===== src/pkg/dscw_pkg.sv =====
// constants and types for the drive state control word decoder
`default_nettype none
package dscw_pkg;
   // control word bit positions
   localparam int CW_SWITCH_ON_BIT = 0;
   localparam int CW_VOLTAGE_BIT = 1;
   localparam int CW_QSTOP_N_BIT = 2;
   localparam int CW_ENABLE_OP_BIT = 3;
   localparam int CW_FAULT_RST_BIT = 7;
   // status word low nibble per state, and flag positions
   localparam logic [3:0] SW_LOW_NOT_READY = 4'h0;
   localparam logic [3:0] SW_LOW_SW_ON_DIS = 4'h0;
   localparam logic [3:0] SW_LOW_READY = 4'h1;
   localparam logic [3:0] SW_LOW_SWITCHED_ON = 4'h3;
   localparam logic [3:0] SW_LOW_OP_ENABLED = 4'h7;
   localparam logic [3:0] SW_LOW_QSTOP = 4'h7;
   localparam logic [3:0] SW_LOW_FAULT_REACT = 4'hf;
   localparam logic [3:0] SW_LOW_FAULT = 4'h8;
   localparam int SW_QSTOP_N_BIT = 5;
   localparam int SW_SW_ON_DIS_BIT = 6;
   localparam logic [15:0] SW_RST = 16'h0000;
   // operating mode selector values
   localparam logic [7:0] MODE_NONE = 8'h00;
   localparam logic [7:0] MODE_PROFILE_POS = 8'h01;
   localparam logic [7:0] MODE_VELOCITY = 8'h02;
   localparam logic [7:0] MODE_PROFILE_VEL = 8'h03;
   localparam logic [7:0] MODE_TORQUE_PROF = 8'h04;
   localparam logic [7:0] MODE_RESERVED_5 = 8'h05;
   localparam logic [7:0] MODE_HOMING = 8'h06;
   localparam logic [7:0] MODE_INTERP_POS = 8'h07;
   localparam logic [7:0] MODE_CSYNC_POS = 8'h08;
   localparam logic [7:0] MODE_CSYNC_VEL = 8'h09;
   localparam logic [7:0] MODE_CSYNC_TRQ = 8'h0a;
   // one bit per standard mode 0..10 that this drive runs
   localparam logic [10:0] MODE_SUPPORTED = 11'h74b;
   // dictionary objects and subindices
   localparam logic OBJ_LIMITS = 1'b0;
   localparam logic OBJ_STATUS = 1'b1;
   localparam logic [7:0] LIM_FIRST_SUB = 8'h01;
   localparam logic [7:0] LIM_RW_LAST_SUB = 8'h0d;
   localparam logic [7:0] LIM_PEAK_CUR_SUB = 8'h0e;
   localparam logic [7:0] LIM_TRQ_CEIL_SUB = 8'h0f;
   localparam int LIM_RW_COUNT = 13;
   localparam logic [31:0] LIM_RST = 32'h0000_0000;
   localparam logic [7:0] ST_FIRST_SUB = 8'h01;
   localparam logic [7:0] ST_LINK_SUB = 8'h09;
   localparam logic [7:0] ST_FAULT_GRP_SUB = 8'h0a;
   localparam logic [7:0] ST_WARN_GRP_SUB = 8'h0b;
   localparam logic [7:0] ST_GENERAL_SUB = 8'h0c;
   localparam int ST_BYTE_COUNT = 10;
   localparam logic [7:0] ST_BYTE_RST = 8'h00;
   // emergency message fields
   localparam logic [15:0] EMCY_CODE_NONE = 16'h0000;
   localparam logic [7:0] ERR_REG_NONE = 8'h00;
   localparam logic [7:0] ERR_REG_GENERIC = 8'h01;
   localparam logic [7:0] ERR_REG_RESERVED = 8'h40;
   localparam logic [15:0] EMCY_VENDOR_NONE = 16'h0000;

   typedef enum logic [2:0] {
      ST_NOT_READY, ST_SW_ON_DIS, ST_READY, ST_SWITCHED_ON,
      ST_OP_ENABLED, ST_QSTOP, ST_FAULT_REACT, ST_FAULT
   } dscw_state_e;

   typedef enum logic [2:0] {
      CMD_FAULT_RST, CMD_DIS_VOLT, CMD_QSTOP, CMD_SHUTDOWN, CMD_SWITCH_ON, CMD_ENABLE_OP
   } dscw_cmd_e;
endpackage : dscw_pkg
`default_nettype wire


===== src/core/dscw_core.sv =====
// drive state machine, control/status word, mode decode, objects and emergencies
//
// Overview of operation
// - decode control word by fixed bit priority
// - full enable from ready passes through switched-on
// - not ready: low nibble 0000, bit6 low
// - switch-on disabled: nibble 0000, bit6 high
// - ready: nibble 0001, bit5 high, bit6 low
// - switched on: nibble 0011, bit5 high, bit6 low
// - operation enabled: nibble 0111, bit5 high
// - quickstop: nibble 0111, bits 5,6 low
// - fault reaction: nibble 1111, bit6 low
// - fault: nibble 1000, bit6 low
// - negative mode values are vendor modes
// - decode standard modes zero to ten
// - modes 8-10 cyclic sync; mode 5 and modes above 10 reserved
// - only a subset of modes supported
// - emit emergency code, error register, vendor code
// - subindex 9 link status byte, read only
// - subindex 10 packs drive bytes 1-4
// - subindex 11 packs drive byte 5 and the general board byte
// - subindex 7 memory and power byte
// - error register generic bit, bit6 reserved
`timescale 1ns/1ns
`default_nettype none
module dscw_core (
   input wire logic ref_clk,
   input wire logic rst,
   input wire logic [15:0] control_word,
   input wire logic [7:0] mode_sel,
   input wire logic init_done,
   input wire logic fault_req,
   input wire logic reaction_done,
   input wire logic halt_done,
   input wire logic [15:0] fault_code,
   input wire logic [7:0] fault_err_bits,
   input wire logic [15:0] fault_vendor,
   input wire logic od_rd,
   input wire logic od_wr,
   input wire logic od_obj,
   input wire logic [7:0] od_sub,
   input wire logic [31:0] od_wdata,
   input wire logic [31:0] motor_peak_current,
   input wire logic [31:0] torque_ceiling,
   input wire logic [7:0] drive_state_byte_a,
   input wire logic [7:0] drive_state_byte_b,
   input wire logic [7:0] drive_state_byte_c,
   input wire logic [7:0] drive_state_byte_d,
   input wire logic [7:0] drive_state_byte_e,
   input wire logic [7:0] board_exception_byte,
   input wire logic [7:0] memory_power_byte,
   input wire logic [7:0] software_database_byte,
   input wire logic [7:0] link_interdrive_byte,
   input wire logic [7:0] general_board_byte,
   output logic [15:0] status_word,
   output logic [7:0] mode_active,
   output logic mode_vendor,
   output logic mode_reserved,
   output logic mode_supported,
   output logic drive_enable,
   output logic quickstop_active,
   output logic od_ack,
   output logic od_abort,
   output logic [31:0] od_rdata,
   output logic [31:0] following_error_limit,
   output logic [31:0] speed_clamp,
   output logic [31:0] torque_clamp,
   output logic emcy_valid,
   output logic [15:0] emcy_code,
   output logic [7:0] emcy_err_reg,
   output logic [15:0] emcy_vendor
);
   import dscw_pkg::*;

   typedef struct packed {
      dscw_state_e st;
      logic cw7_q;
      logic auto_op;
      logic [15:0] sw;
      logic [7:0] mode;
      logic m_vendor;
      logic m_reserved;
      logic m_supported;
      logic drv_en;
      logic qs_act;
      logic [LIM_RW_COUNT-1:0][31:0] lim;
      logic [ST_BYTE_COUNT-1:0][7:0] sbyte;
      logic ack;
      logic abort;
      logic [31:0] rdata;
      logic e_valid;
      logic [15:0] e_code;
      logic [7:0] e_reg;
      logic [15:0] e_vendor;
   } dscw_regs_s;

   dscw_regs_s r;
   dscw_regs_s next_r;
   dscw_cmd_e cmd;
   logic fault_rst_edge;
   logic [3:0] lim_idx;
   logic [3:0] st_idx;

   // command decode; fault reset outranks everything
   always_comb begin
      if (control_word[CW_FAULT_RST_BIT]) begin
         cmd = CMD_FAULT_RST;
      end else if (!control_word[CW_VOLTAGE_BIT]) begin
         cmd = CMD_DIS_VOLT;
      end else if (!control_word[CW_QSTOP_N_BIT]) begin
         cmd = CMD_QSTOP;
      end else if (!control_word[CW_SWITCH_ON_BIT]) begin
         cmd = CMD_SHUTDOWN;
      end else if (!control_word[CW_ENABLE_OP_BIT]) begin
         cmd = CMD_SWITCH_ON;
      end else begin
         cmd = CMD_ENABLE_OP;
      end
   end

   // a held bit 7 must not keep clearing new faults
   assign fault_rst_edge = control_word[CW_FAULT_RST_BIT] & ~r.cw7_q;
   assign lim_idx = 4'(od_sub - LIM_FIRST_SUB);
   assign st_idx = 4'(od_sub - ST_FIRST_SUB);

   always_comb begin
      next_r = r;
      next_r.cw7_q = control_word[CW_FAULT_RST_BIT];
      next_r.e_valid = 1'b0;
      next_r.ack = 1'b0;
      next_r.abort = 1'b0;
      next_r.auto_op = 1'b0;

      // state graph; commands with no edge from a state fall through unchanged
      if (fault_req && r.st != ST_FAULT_REACT && r.st != ST_FAULT) begin
         next_r.st = ST_FAULT_REACT;
         next_r.e_valid = 1'b1;
         next_r.e_code = fault_code;
         next_r.e_reg = (fault_err_bits | ERR_REG_GENERIC) & ~ERR_REG_RESERVED;
         next_r.e_vendor = fault_vendor;
      end else begin
         unique case (r.st)
            ST_NOT_READY: begin
               if (init_done) begin
                  next_r.st = ST_SW_ON_DIS;
               end
            end
            ST_SW_ON_DIS: begin
               if (cmd == CMD_SHUTDOWN) begin
                  next_r.st = ST_READY;
               end
            end
            ST_READY: begin
               // full enable lands in switched-on first, then goes on next cycle
               if (cmd == CMD_SWITCH_ON || cmd == CMD_ENABLE_OP) begin
                  next_r.st = ST_SWITCHED_ON;
                  next_r.auto_op = (cmd == CMD_ENABLE_OP);
               end else if (cmd == CMD_DIS_VOLT || cmd == CMD_QSTOP) begin
                  next_r.st = ST_SW_ON_DIS;
               end
            end
            ST_SWITCHED_ON: begin
               // auto step does not wait for the master to hold bit 3
               if (cmd == CMD_ENABLE_OP || r.auto_op) begin
                  next_r.st = ST_OP_ENABLED;
               end else if (cmd == CMD_SHUTDOWN) begin
                  next_r.st = ST_READY;
               end else if (cmd == CMD_DIS_VOLT || cmd == CMD_QSTOP) begin
                  next_r.st = ST_SW_ON_DIS;
               end
            end
            ST_OP_ENABLED: begin
               if (cmd == CMD_SWITCH_ON) begin
                  next_r.st = ST_SWITCHED_ON;
               end else if (cmd == CMD_SHUTDOWN) begin
                  next_r.st = ST_READY;
               end else if (cmd == CMD_DIS_VOLT) begin
                  next_r.st = ST_SW_ON_DIS;
               end else if (cmd == CMD_QSTOP) begin
                  next_r.st = ST_QSTOP;
               end
            end
            ST_QSTOP: begin
               if (cmd == CMD_ENABLE_OP) begin
                  next_r.st = ST_OP_ENABLED;
               end else if (cmd == CMD_DIS_VOLT || halt_done) begin
                  next_r.st = ST_SW_ON_DIS;
               end
            end
            ST_FAULT_REACT: begin
               if (reaction_done) begin
                  next_r.st = ST_FAULT;
               end
            end
            ST_FAULT: begin
               // reset refused while the fault source still stands
               if (fault_rst_edge && !fault_req) begin
                  next_r.st = ST_SW_ON_DIS;
                  next_r.e_valid = 1'b1;
                  next_r.e_code = EMCY_CODE_NONE;
                  next_r.e_reg = ERR_REG_NONE;
                  next_r.e_vendor = EMCY_VENDOR_NONE;
               end
            end
         endcase
      end

      // status word follows the next state so it changes with it
      next_r.sw = SW_RST;
      unique case (next_r.st)
         ST_NOT_READY: begin
            next_r.sw[3:0] = SW_LOW_NOT_READY;
         end
         ST_SW_ON_DIS: begin
            next_r.sw[3:0] = SW_LOW_SW_ON_DIS;
            next_r.sw[SW_SW_ON_DIS_BIT] = 1'b1;
         end
         ST_READY: begin
            next_r.sw[3:0] = SW_LOW_READY;
            next_r.sw[SW_QSTOP_N_BIT] = 1'b1;
         end
         ST_SWITCHED_ON: begin
            next_r.sw[3:0] = SW_LOW_SWITCHED_ON;
            next_r.sw[SW_QSTOP_N_BIT] = 1'b1;
         end
         ST_OP_ENABLED: begin
            next_r.sw[3:0] = SW_LOW_OP_ENABLED;
            next_r.sw[SW_QSTOP_N_BIT] = 1'b1;
         end
         ST_QSTOP: begin
            next_r.sw[3:0] = SW_LOW_QSTOP;
         end
         ST_FAULT_REACT: begin
            next_r.sw[3:0] = SW_LOW_FAULT_REACT;
         end
         ST_FAULT: begin
            next_r.sw[3:0] = SW_LOW_FAULT;
         end
      endcase
      next_r.drv_en = (next_r.st == ST_OP_ENABLED);
      next_r.qs_act = (next_r.st == ST_QSTOP);

      // mode selector is signed: the top bit marks vendor modes
      next_r.mode = mode_sel;
      next_r.m_vendor = mode_sel[7];
      next_r.m_reserved = !mode_sel[7] && (mode_sel == MODE_RESERVED_5 || mode_sel > MODE_CSYNC_TRQ);
      next_r.m_supported = !mode_sel[7] && mode_sel <= MODE_CSYNC_TRQ
         && MODE_SUPPORTED[mode_sel[3:0]];

      // status bytes are sampled every cycle so a read sees one snapshot
      next_r.sbyte[0] = drive_state_byte_a;
      next_r.sbyte[1] = drive_state_byte_b;
      next_r.sbyte[2] = drive_state_byte_c;
      next_r.sbyte[3] = drive_state_byte_d;
      next_r.sbyte[4] = drive_state_byte_e;
      next_r.sbyte[5] = board_exception_byte;
      next_r.sbyte[6] = memory_power_byte;
      next_r.sbyte[7] = software_database_byte;
      next_r.sbyte[8] = link_interdrive_byte;
      next_r.sbyte[9] = general_board_byte;

      // dictionary access; a write wins if both strobes come together
      if (od_wr) begin
         next_r.ack = 1'b1;
         next_r.rdata = 32'h0000_0000;
         if (od_obj == OBJ_LIMITS && od_sub >= LIM_FIRST_SUB && od_sub <= LIM_RW_LAST_SUB) begin
            next_r.lim[lim_idx] = od_wdata;
         end else begin
            next_r.abort = 1'b1;
         end
      end else if (od_rd) begin
         next_r.ack = 1'b1;
         next_r.rdata = 32'h0000_0000;
         if (od_obj == OBJ_LIMITS) begin
            if (od_sub >= LIM_FIRST_SUB && od_sub <= LIM_RW_LAST_SUB) begin
               next_r.rdata = r.lim[lim_idx];
            end else if (od_sub == LIM_PEAK_CUR_SUB) begin
               next_r.rdata = motor_peak_current;
            end else if (od_sub == LIM_TRQ_CEIL_SUB) begin
               next_r.rdata = torque_ceiling;
            end else begin
               next_r.abort = 1'b1;
            end
         end else begin
            if (od_sub >= ST_FIRST_SUB && od_sub <= ST_LINK_SUB) begin
               next_r.rdata = {24'h00_0000, r.sbyte[st_idx]};
            end else if (od_sub == ST_FAULT_GRP_SUB) begin
               next_r.rdata = {r.sbyte[3], r.sbyte[2], r.sbyte[1], r.sbyte[0]};
            end else if (od_sub == ST_WARN_GRP_SUB) begin
               next_r.rdata = {16'h0000, r.sbyte[9], r.sbyte[4]};
            end else if (od_sub == ST_GENERAL_SUB) begin
               next_r.rdata = {24'h00_0000, r.sbyte[9]};
            end else begin
               next_r.abort = 1'b1;
            end
         end
      end
   end

   always_ff @(posedge ref_clk) begin
      if (rst) begin
         r.st <= ST_NOT_READY;
         r.cw7_q <= 1'b0;
         r.auto_op <= 1'b0;
         r.sw <= SW_RST;
         r.mode <= MODE_NONE;
         r.m_vendor <= 1'b0;
         r.m_reserved <= 1'b0;
         r.m_supported <= 1'b0;
         r.drv_en <= 1'b0;
         r.qs_act <= 1'b0;
         r.lim <= {LIM_RW_COUNT{LIM_RST}};
         r.sbyte <= {ST_BYTE_COUNT{ST_BYTE_RST}};
         r.ack <= 1'b0;
         r.abort <= 1'b0;
         r.rdata <= 32'h0000_0000;
         r.e_valid <= 1'b0;
         r.e_code <= EMCY_CODE_NONE;
         r.e_reg <= ERR_REG_NONE;
         r.e_vendor <= EMCY_VENDOR_NONE;
      end else begin
         r <= next_r;
      end
   end

   assign status_word = r.sw;
   assign mode_active = r.mode;
   assign mode_vendor = r.m_vendor;
   assign mode_reserved = r.m_reserved;
   assign mode_supported = r.m_supported;
   assign drive_enable = r.drv_en;
   assign quickstop_active = r.qs_act;
   assign od_ack = r.ack;
   assign od_abort = r.abort;
   assign od_rdata = r.rdata;
   assign following_error_limit = r.lim[0];
   assign speed_clamp = r.lim[6];
   assign torque_clamp = r.lim[12];
   assign emcy_valid = r.e_valid;
   assign emcy_code = r.e_code;
   assign emcy_err_reg = r.e_reg;
   assign emcy_vendor = r.e_vendor;
endmodule : dscw_core
`default_nettype wire


===== config.mk =====
export PLATFORM = sky130hd
export DESIGN_NAME = dscw_core
export DESIGN_NICKNAME = d
export VERILOG_FILES = /design/src/pkg/dscw_pkg.sv /design/src/core/dscw_core.sv
export SDC_FILE = /design/constraint.sdc
export NUM_CORES = 1
export LEC_CHECK = 0
export BUFFER_PORTS_ARGS = -buffer_cell sky130_fd_sc_hd__buf_4
export CORE_AREA = 10 10 312 314
export CTS_CLUSTER_DIAMETER = 150
export DETAILED_ROUTE_END_ITERATION = 6
export DIE_AREA = 0 0 322 324
export PLACE_DENSITY = 0.57
export SETUP_SLACK_MARGIN = 0.5
export SYNTH_ARGS = -nofsm -noshare
export SYNTH_HDL_FRONTEND = slang
export SYNTH_SLANG_ARGS = --single-unit

===== constraint.sdc =====
create_clock -name ref_clk -period 3.35 [get_ports ref_clk]
set_input_delay 0.1675 -clock ref_clk [delete_from_list [all_inputs] [get_ports ref_clk]]
set_output_delay 0.1675 -clock ref_clk [all_outputs]
set_load 0.005 [all_outputs]

==> results of run 1 <==
## cells by family after synthesis
family                     share of synthesized area
muxes                                          0.138
xor gates and xnor gates                    0.000324
buffers and inverters                          0.105
adders and majority gates                    0.00231
AOI/OAI and AO/OA                              0.147
other                                       0.000138
DFF                                            0.438
and+or+nand+nor                                0.169
## where the power goes
| group | total (mW) | leakage, nW | internal (mW) | switching (mW) |
|---|---|---|---|---|
| logic | 1.55 | 6.41 | 0.707 | 0.846 |
| registers | 7.25 | 4.81 | 7.17 | 0.0811 |
| clock network | 7.82 | 1.14 | 4.62 | 3.19 |
| total | 16.6 | 12.4 | 12.5 | 4.12 |
## final timing paths
path	startpoint	end	slack, ns
worst max-delay path	od_sub[0]	r[309]$_SDFFE_PP0P_	1.02
worst min-delay path	rst	emcy_code[3]$_SDFFE_PP0P_	-0.02
worst max register to register	r[603]$_SDFF_PP0_	status_word[1]$_SDFF_PP0_	1.11
worst min register to register	r[191]$_SDFFE_PP0P_	r[191]$_SDFFE_PP0P_	0.45
## through the flow
step                power [mW]  area, um^2  hold WS [ns]  setup WS [ns]   util
global placement          8.78       30100         0.359          0.431  0.330
floorplan                 8.14       27100         0.244          0.524      -
global route              17.1       34100        0.0387          0.829  0.374
finish                    16.6       34100       -0.0230           1.02  0.374
detailed placement        8.78       30100         0.364          0.398  0.330
CTS                       16.7       34100        0.0115           1.04  0.374
## cell type report
class	instances	area (um^2)	area share
Antenna cell	5	12.5	0.000367
Clock buffer	98	1980	0.0581
Clock inverter	22	359	0.0105
Inverter	23	86.3	0.00253
Multi-Input combinational cell	1997	12500	0.365
Sequential cell	593	11900	0.348
Tap cell	1186	1480	0.0435
Timing Repair Buffer	682	5860	0.172
## cell usage after synthesis, types with 9 or more instances
cell       count
buf_1         37
inv_1         23
o21ai_0       45
mux4_2       112
dfxtp_1      593
a22oi_1       53
buf_2         76
o21ai_1        9
a221o_1        9
a22o_1        24
mux2i_1      119
nand2_1      768
nor2_1       149
buf_6         20
and3_1        16
o2111ai_1     15
a21oi_1      426
buf_4        197
clkbuf_1     144
nor2b_1       92
a211oi_1       9
a21o_1         9
## per-layer routing
| layer | vias to the layer above | global-route usage | routed length (um) |
|---|---|---|---|
| li1 | 10900 | - | - |
| met1 | 11100 | 0.248 | 45400 |
| met2 | 749 | 0.320 | 49900 |
| met3 | 115 | 0.0518 | 8480 |
| met4 | 8 | 0.0558 | 2270 |
| met5 | - | 0 | 51 |
## what timing repair did
action                                  CTS  global route
endpoints found under the setup margin    0             0
hold endpoints to repair                557             0
resized for setup                         0             0
hold buffers                            167             0
buffers inserted                          0             0
## critical path, stage by stage
cell,delay [ns]
clkbuf_8,0.14
inv_1,0.14
ha_1,0.43
nor2b_1,0.18
a31o_2,0.85
buf_4,0.30
and2_1,0.18
buf_12,0.25
nand2_1,0.09
a21oi_1,0.12
==> impl_results.md, run 1 <==
- DRT Wirelength: roughly 110 mm
- Crit share post-route: 0.696
- Register with the most flip-flops: r
- Vias/cell: 4.96
- Worst hold path depth: 2
- Cell Rows: 111
- Max_cap viols: 0
- Clk_lat worst skew: 0.63 ns
- First-pass GRT wire length: 153 mm
- Most common cell after layout, fill and taps aside: nand2_1
- Final GP Congestion: 0.851
- Synth area leaders: dfxtp_1, nand2_1, mux4_2, a21oi_1, buf_4
- Post-synthesis register bit count: 593
- # setup viols final: 0
- FFs w/ async S/R, synth: 0
- Root Driver: clkbuf_16
- Antenna Violating Nets Remaining: 0
- CTS Sinks: just under 600
- Avg Inst Size Synth: 8.80 um^2
- Cell Area, Synth: 27100 um^2
- HPWL Detailed: approximately 72 mm
- Hold Slack: -0.0230 ns
- Post-synth EDFFs: 0
- Layout area overhead: 26.0%
- Synthesis Warnings: 0
- Clock skew: 0.0265 ns
- Hold Path Class: input pin to flop
- Area of the die: 104000 um^2
- Pleak: about 12 nW
- Port Buffers: 432
- Status: finished, violations left
- DR WL/cell: 23.0 um
- CTS Buf Count: 66
- Clock Path Buffers: 3
- Placed insts: 4314
- Synth cell types: 72
- Syn Inst Count: 3077
- IO Pins: between 400 and 500
- WP data arrival: about 2.9 ns
- Power per cell area: 487 nW/um^2
- Fmax: 0.429 GHz
- Iteration-0 DRC Markers: 1880
- Largest net degree at the start of global routing: 104
- Reg2Reg Depth: 6
- Max reg flops: 405
- Non-filler cells in the finished layout: 4606
- Final nets: between 3000 and 4000
- Crit. End Element: flop
- Actual slew at the worst max-slew pin: 1.06 ns
- DRC: 0
- Worst path required time: 3.89 ns
- Critical path startpoint category: input pin
- Fill cells: 9084
- Dominant synthesized flop cell: dfxtp_1
- Initial core utilization: 0.297
- Setup TNS: 0 ns
- Area leader, netlist: dfxtp_1
- Slew margin rel.: 0.294
- Failing checks: hold timing
- Clock H-tree levels: 3
- Most frequent cells in the layout: nand2_1, dfxtp_1, buf_4, a21oi_1, dlygate4sd3_1
- Unrepaired setup endpoints after global routing: no
- Overflow after GRT: 0
- Max Slew Vio Count: 0
- Total Routing Usage GR: 0.195
- Crit-path max FO: 33
- CTS tree: built
- Clock slew at reported path FFs: approximately 0.06 ns
- Initial antenna violation count: 9
- Routed vias: 22800
- Top-area cell type share of the netlist area: 0.438
- VDD IR max: 0.327 mV
- Die height: 324 um
- Die width: 322 um
- Final hold viol count: 3
- Fin crit period: 2.33 ns
- Vias in the first global route: ~22000
- Drt first pass iters: 5
- Critical path class: input pin to flop
- Seq/Total Area, Yosys: 0.438
- Ratio of cells with drive above 1 in the final layout: 0.227
- Core area: 91100 um^2
Note: power is estimated with default switching activity, not from simulation.
==> inputs of run 2 (changes only) <==
--- a/config.mk
+++ b/config.mk
@@ -5,12 +5,13 @@
 export SDC_FILE = /design/constraint.sdc
 export NUM_CORES = 1
 export LEC_CHECK = 0
+export ABC_AREA = 1
 export BUFFER_PORTS_ARGS = -buffer_cell sky130_fd_sc_hd__buf_4
-export CORE_AREA = 10 10 312 314
+export CORE_AREA = 10 10 313 315
 export CTS_CLUSTER_DIAMETER = 150
 export DETAILED_ROUTE_END_ITERATION = 6
-export DIE_AREA = 0 0 322 324
-export PLACE_DENSITY = 0.57
+export DIE_AREA = 0 0 323 325
+export PLACE_DENSITY = 0.56
 export SETUP_SLACK_MARGIN = 0.5
 export SYNTH_ARGS = -nofsm -noshare
 export SYNTH_HDL_FRONTEND = slang
==> constraint.sdc (replaced) <==
create_clock -name ref_clk -period 2.25 [get_ports ref_clk]
set_input_delay 0.1125 -clock ref_clk [delete_from_list [all_inputs] [get_ports ref_clk]]
set_output_delay 0.1125 -clock ref_clk [all_outputs]
set_load 0.005 [all_outputs]
==> run 2 against run 1 <==
  * The flow now finishes without violations
  * Critical path depth rose by 3
  * Sequential share of layout area fell by 1.9 points
  * Via count rose by 23%
  * Sequential power rose by 49%
  * Total power rose by 54%
  * Flip-flop and latch count did not move
  * Global-route usage rose by 1.3 points
  * Cell count rose by 23%
  * Combinational power rose by 99%
  * Clock power rose by 50%
  * Clock-buffer cell count rose by 6
==> impl_results.md, run 2 <==
- Status: finished clean
- Final nets: roughly 4700
- Die width: around 320 um
- Met3 Usage GRT: 0.0399
- Clock Path Buffers: 3
- IO Pins: 457
- Avg Inst Size Synth: 6.83 um^2
- Synth cell types: 33
- Cell Rows: 111
- Final GP Congestion: 0.883
- Psw: 6.69 mW
- Die height: 325 um
- Most common cell after layout, fill and taps aside: nor2_1
- Clock network fraction of design power: 0.457
- Setup TNS: 0 ns
- Fill cells: about 9400
- Fmax: 0.575 GHz
- Syn Inst Count: about 4000
- Synthesis Warnings: 0
- CP max stage cell: dlygate4sd3_1
- Final hold viol count: 0
- Crit share post-route: 0.773
- Crit-path max FO: 15
- Worst hold path depth: 7
- Worst path required time: 2.76 ns
- Crit-path max cell delay: 0.56 ns
- Power per cell area: roughly 710 nW/um^2
- Top Usage Layer GRT: met2
- Crit path max-delay family: buffers and inverters
- Synth area leaders: dfxtp_1, nor2_1, o21ai_0, a21oi_1, nand2_1
- Max Slew Vio Count: 0
- DRC: 0
- FFs w/ async S/R, synth: 0
- Worst Path Buf+Inv: 6
- VDD IR max: 0.489 mV
- Root Driver: clkbuf_16
- Area of the die: between 100000 and 150000 um^2
- Post-synthesis register bit count: between 500 and 600
- M1 GR Usage: 0.265
- Initial antenna violation count: 7
- Dominant synthesized flop cell: dfxtp_1
- CP cell instances: buf_4 > clkinvlp_4 > ha_2 > inv_1 > nand2_1 > o211ai_4 > buf_12 > inv_4 > a21oi_1 > a21oi_1 > dlygate4sd3_1 > nand2_1 > a21oi_1
- HPWL Detailed: 78.7 mm
- Clk_lat worst skew: roughly 0.62 ns
- Register area: 11900 um^2
- Crit. Startpoint: od_sub[1]
- Fin crit period: 1.74 ns
- Vias/cell: 4.98
- Overflow after GRT: 0
- Core area: 91400 um^2
- Most frequent cells in the layout: nor2_1, o21ai_0, dfxtp_1, buf_4, nand2_1
- CTS Sinks: 593
- CTS tree: built
- Initial core utilization: 0.298
- Area leader, netlist: dfxtp_1
- Combinational Power Share: 0.121
- Max_cap viols: 0
- Sequential fraction of design power: 0.423
- Max reg flops: between 400 and 500
- Seq/Total Area, Yosys: 0.436
- Net Sw Frac: 0.262
- Layout area overhead: 32.5%
- Clock H-tree levels: 3
- Clock slew at reported path FFs: ~0.060 ns
- Port Buffers: 432
- Area taken by multi-input logic gates: 12000 um^2
- # setup viols final: 0
- Register with the most flip-flops: r
- R2R Setup Slk: around 0.6 ns
- Tot Pwr: 25.5 mW
- Actual slew at the worst max-slew pin: 0.919 ns
- First-pass GRT wire length: 170 mm
- Critical path class: input pin to flop
- Cell Area, Synth: roughly 27000 um^2
- Ratio of cells with drive above 1 in the final layout: 0.175
- Hold path start: torque_ceiling[2]
- Unrepaired setup endpoints after global routing: yes
- Worst Hold End: od_rdata[2]$_SDFFE_PP0P_
- Crit. End Element: flop
- Pleak: between 10 and 15 nW
- Clock skew: roughly 0.024 ns
- Iteration-0 DRC Markers: 2812
- Most common cell in the netlist: nor2_1
- Post-synth EDFFs: 0
- Slew margin rel.: 0.387
- Hold Path Class: input pin to flop
- Most used cell, CP: a21oi_1
- Vias in the first global route: 27100
- Reg2Reg Depth: 8
- Global Route met2 Usage: 0.326
- Antenna Violating Nets Remaining: 0
- Total Routing Usage GR: 0.208
- Internal power: 18.8 mW
- CTS Buf Count: 71
- Largest net degree at the start of global routing: around 110
- Top-area cell type share of the netlist area: 0.436
- Reg-to-Reg Start: r[603]$_SDFF_PP0_
- Routed vias: 28100
- Synth top cells by count: nor2_1, o21ai_0, dfxtp_1, nand2_1, a21oi_1
- Critical path startpoint category: input pin
- WP data arrival: 2.25 ns
- Drt first pass iters: 6
- DR WL/cell: roughly 20 um
- RR Endpoint: emcy_code[6]$_SDFFE_PP0P_
- DRT Wirelength: around 110 mm
run 2: worst max-delay path by stage:
| stage | to | cells past startpoint |
|---|---|---|
| 4_1_cts | speed_clamp[22]$_SDFFE_PP0P_ | 9 |
| 3_3_place_gp | od_rdata[22]$_SDFFE_PP0P_ | 11 |
| 2_1_floorplan | r[225]$_SDFFE_PP0P_ | 16 |
| 6_report | od_rdata[22]$_SDFFE_PP0P_ | 13 |
| 3_5_place_dp | speed_clamp[14]$_SDFFE_PP0P_ | 11 |
| 5_1_grt | od_rdata[22]$_SDFFE_PP0P_ | 13 |
run 2: cells by family after synthesis:
group	after synthesis	synth area share
AO/OA/AOI/OAI	1116	0.209
buffers and inverters	731	0.129
other	1	0.000138
adder cells (fa/ha/maj)	5	0.00230
AND/OR/NAND/NOR	1543	0.223
flip-flops	593	0.436
run 2: final cells by class:
| cell class | count | share of cell area |
|---|---|---|
| multi-input combinational | 2675 | 0.333 |
| sequential | 593 | 0.329 |
| timing repair buffer | 829 | 0.205 |
| clock buffer | 104 | 0.0583 |
| tap | 1186 | 0.0411 |
| inverter | 238 | 0.0258 |
| clock inverter | 19 | 0.00676 |
| antenna | 6 | 0.000416 |
run 2: per-layer routing:
metal / part of all wire / vias to the layer above / routed length [um]
met5: 0 / - / 0
met1: 0.42 / 13200 / 47500
met3: 0.073 / 270 / 8350
met4: 0.062 / 0 / 7060
li1: - / 13500 / -
met2: 0.45 / 1117 / 51200
run 2: timing repair:
action | 4_1_cts | 5_1_grt
resized for setup | 3 | 30
setup buffers | 0 | 3
pin swaps | 0 | 3
hold endpoints to repair | 586 | 0
cloned | 0 | 1
hold buffers | 223 | 0
setup endpoints to repair | 7 | 279
run 2: power by group through the flow:
stage / registers (mW) / clock network, mW / logic, mW
3_5_place_dp: 11.0 / 0 / 2.68
6_report: 10.8 / 11.7 / 3.08
5_1_grt: 10.8 / 12.2 / 3.34
4_1_cts: 10.8 / 11.9 / 3.01
2_1_floorplan: 11.0 / 0 / 1.51
3_3_place_gp: 11.0 / 0 / 2.68
run 2: metrics by stage:
stage | area [um^2] | hold slack [ns] | util | cells | worst slack, ns
2_1_floorplan | 27500 | 0.219 | - | 3999 | 0.251
3_3_place_gp | 31300 | 0.315 | 0.343 | 5294 | -0.0814
3_5_place_dp | 31300 | 0.320 | 0.343 | 5294 | -0.123
4_1_cts | 35900 | 0.000381 | 0.393 | 5640 | 0.501
5_1_grt | 36100 | 0.0362 | 0.395 | 5650 | 0.436
6_report | 36100 | 0.0349 | 0.395 | 5650 | 0.512
run 2: worst register-to-register path, delay by kind of cell (launching register included):
kind / cells / cell delay (ns)
compound gates: 1 / 0.18
flops: 1 / 0.39
simple gates: 4 / 0.44
buf+inv: 3 / 0.55
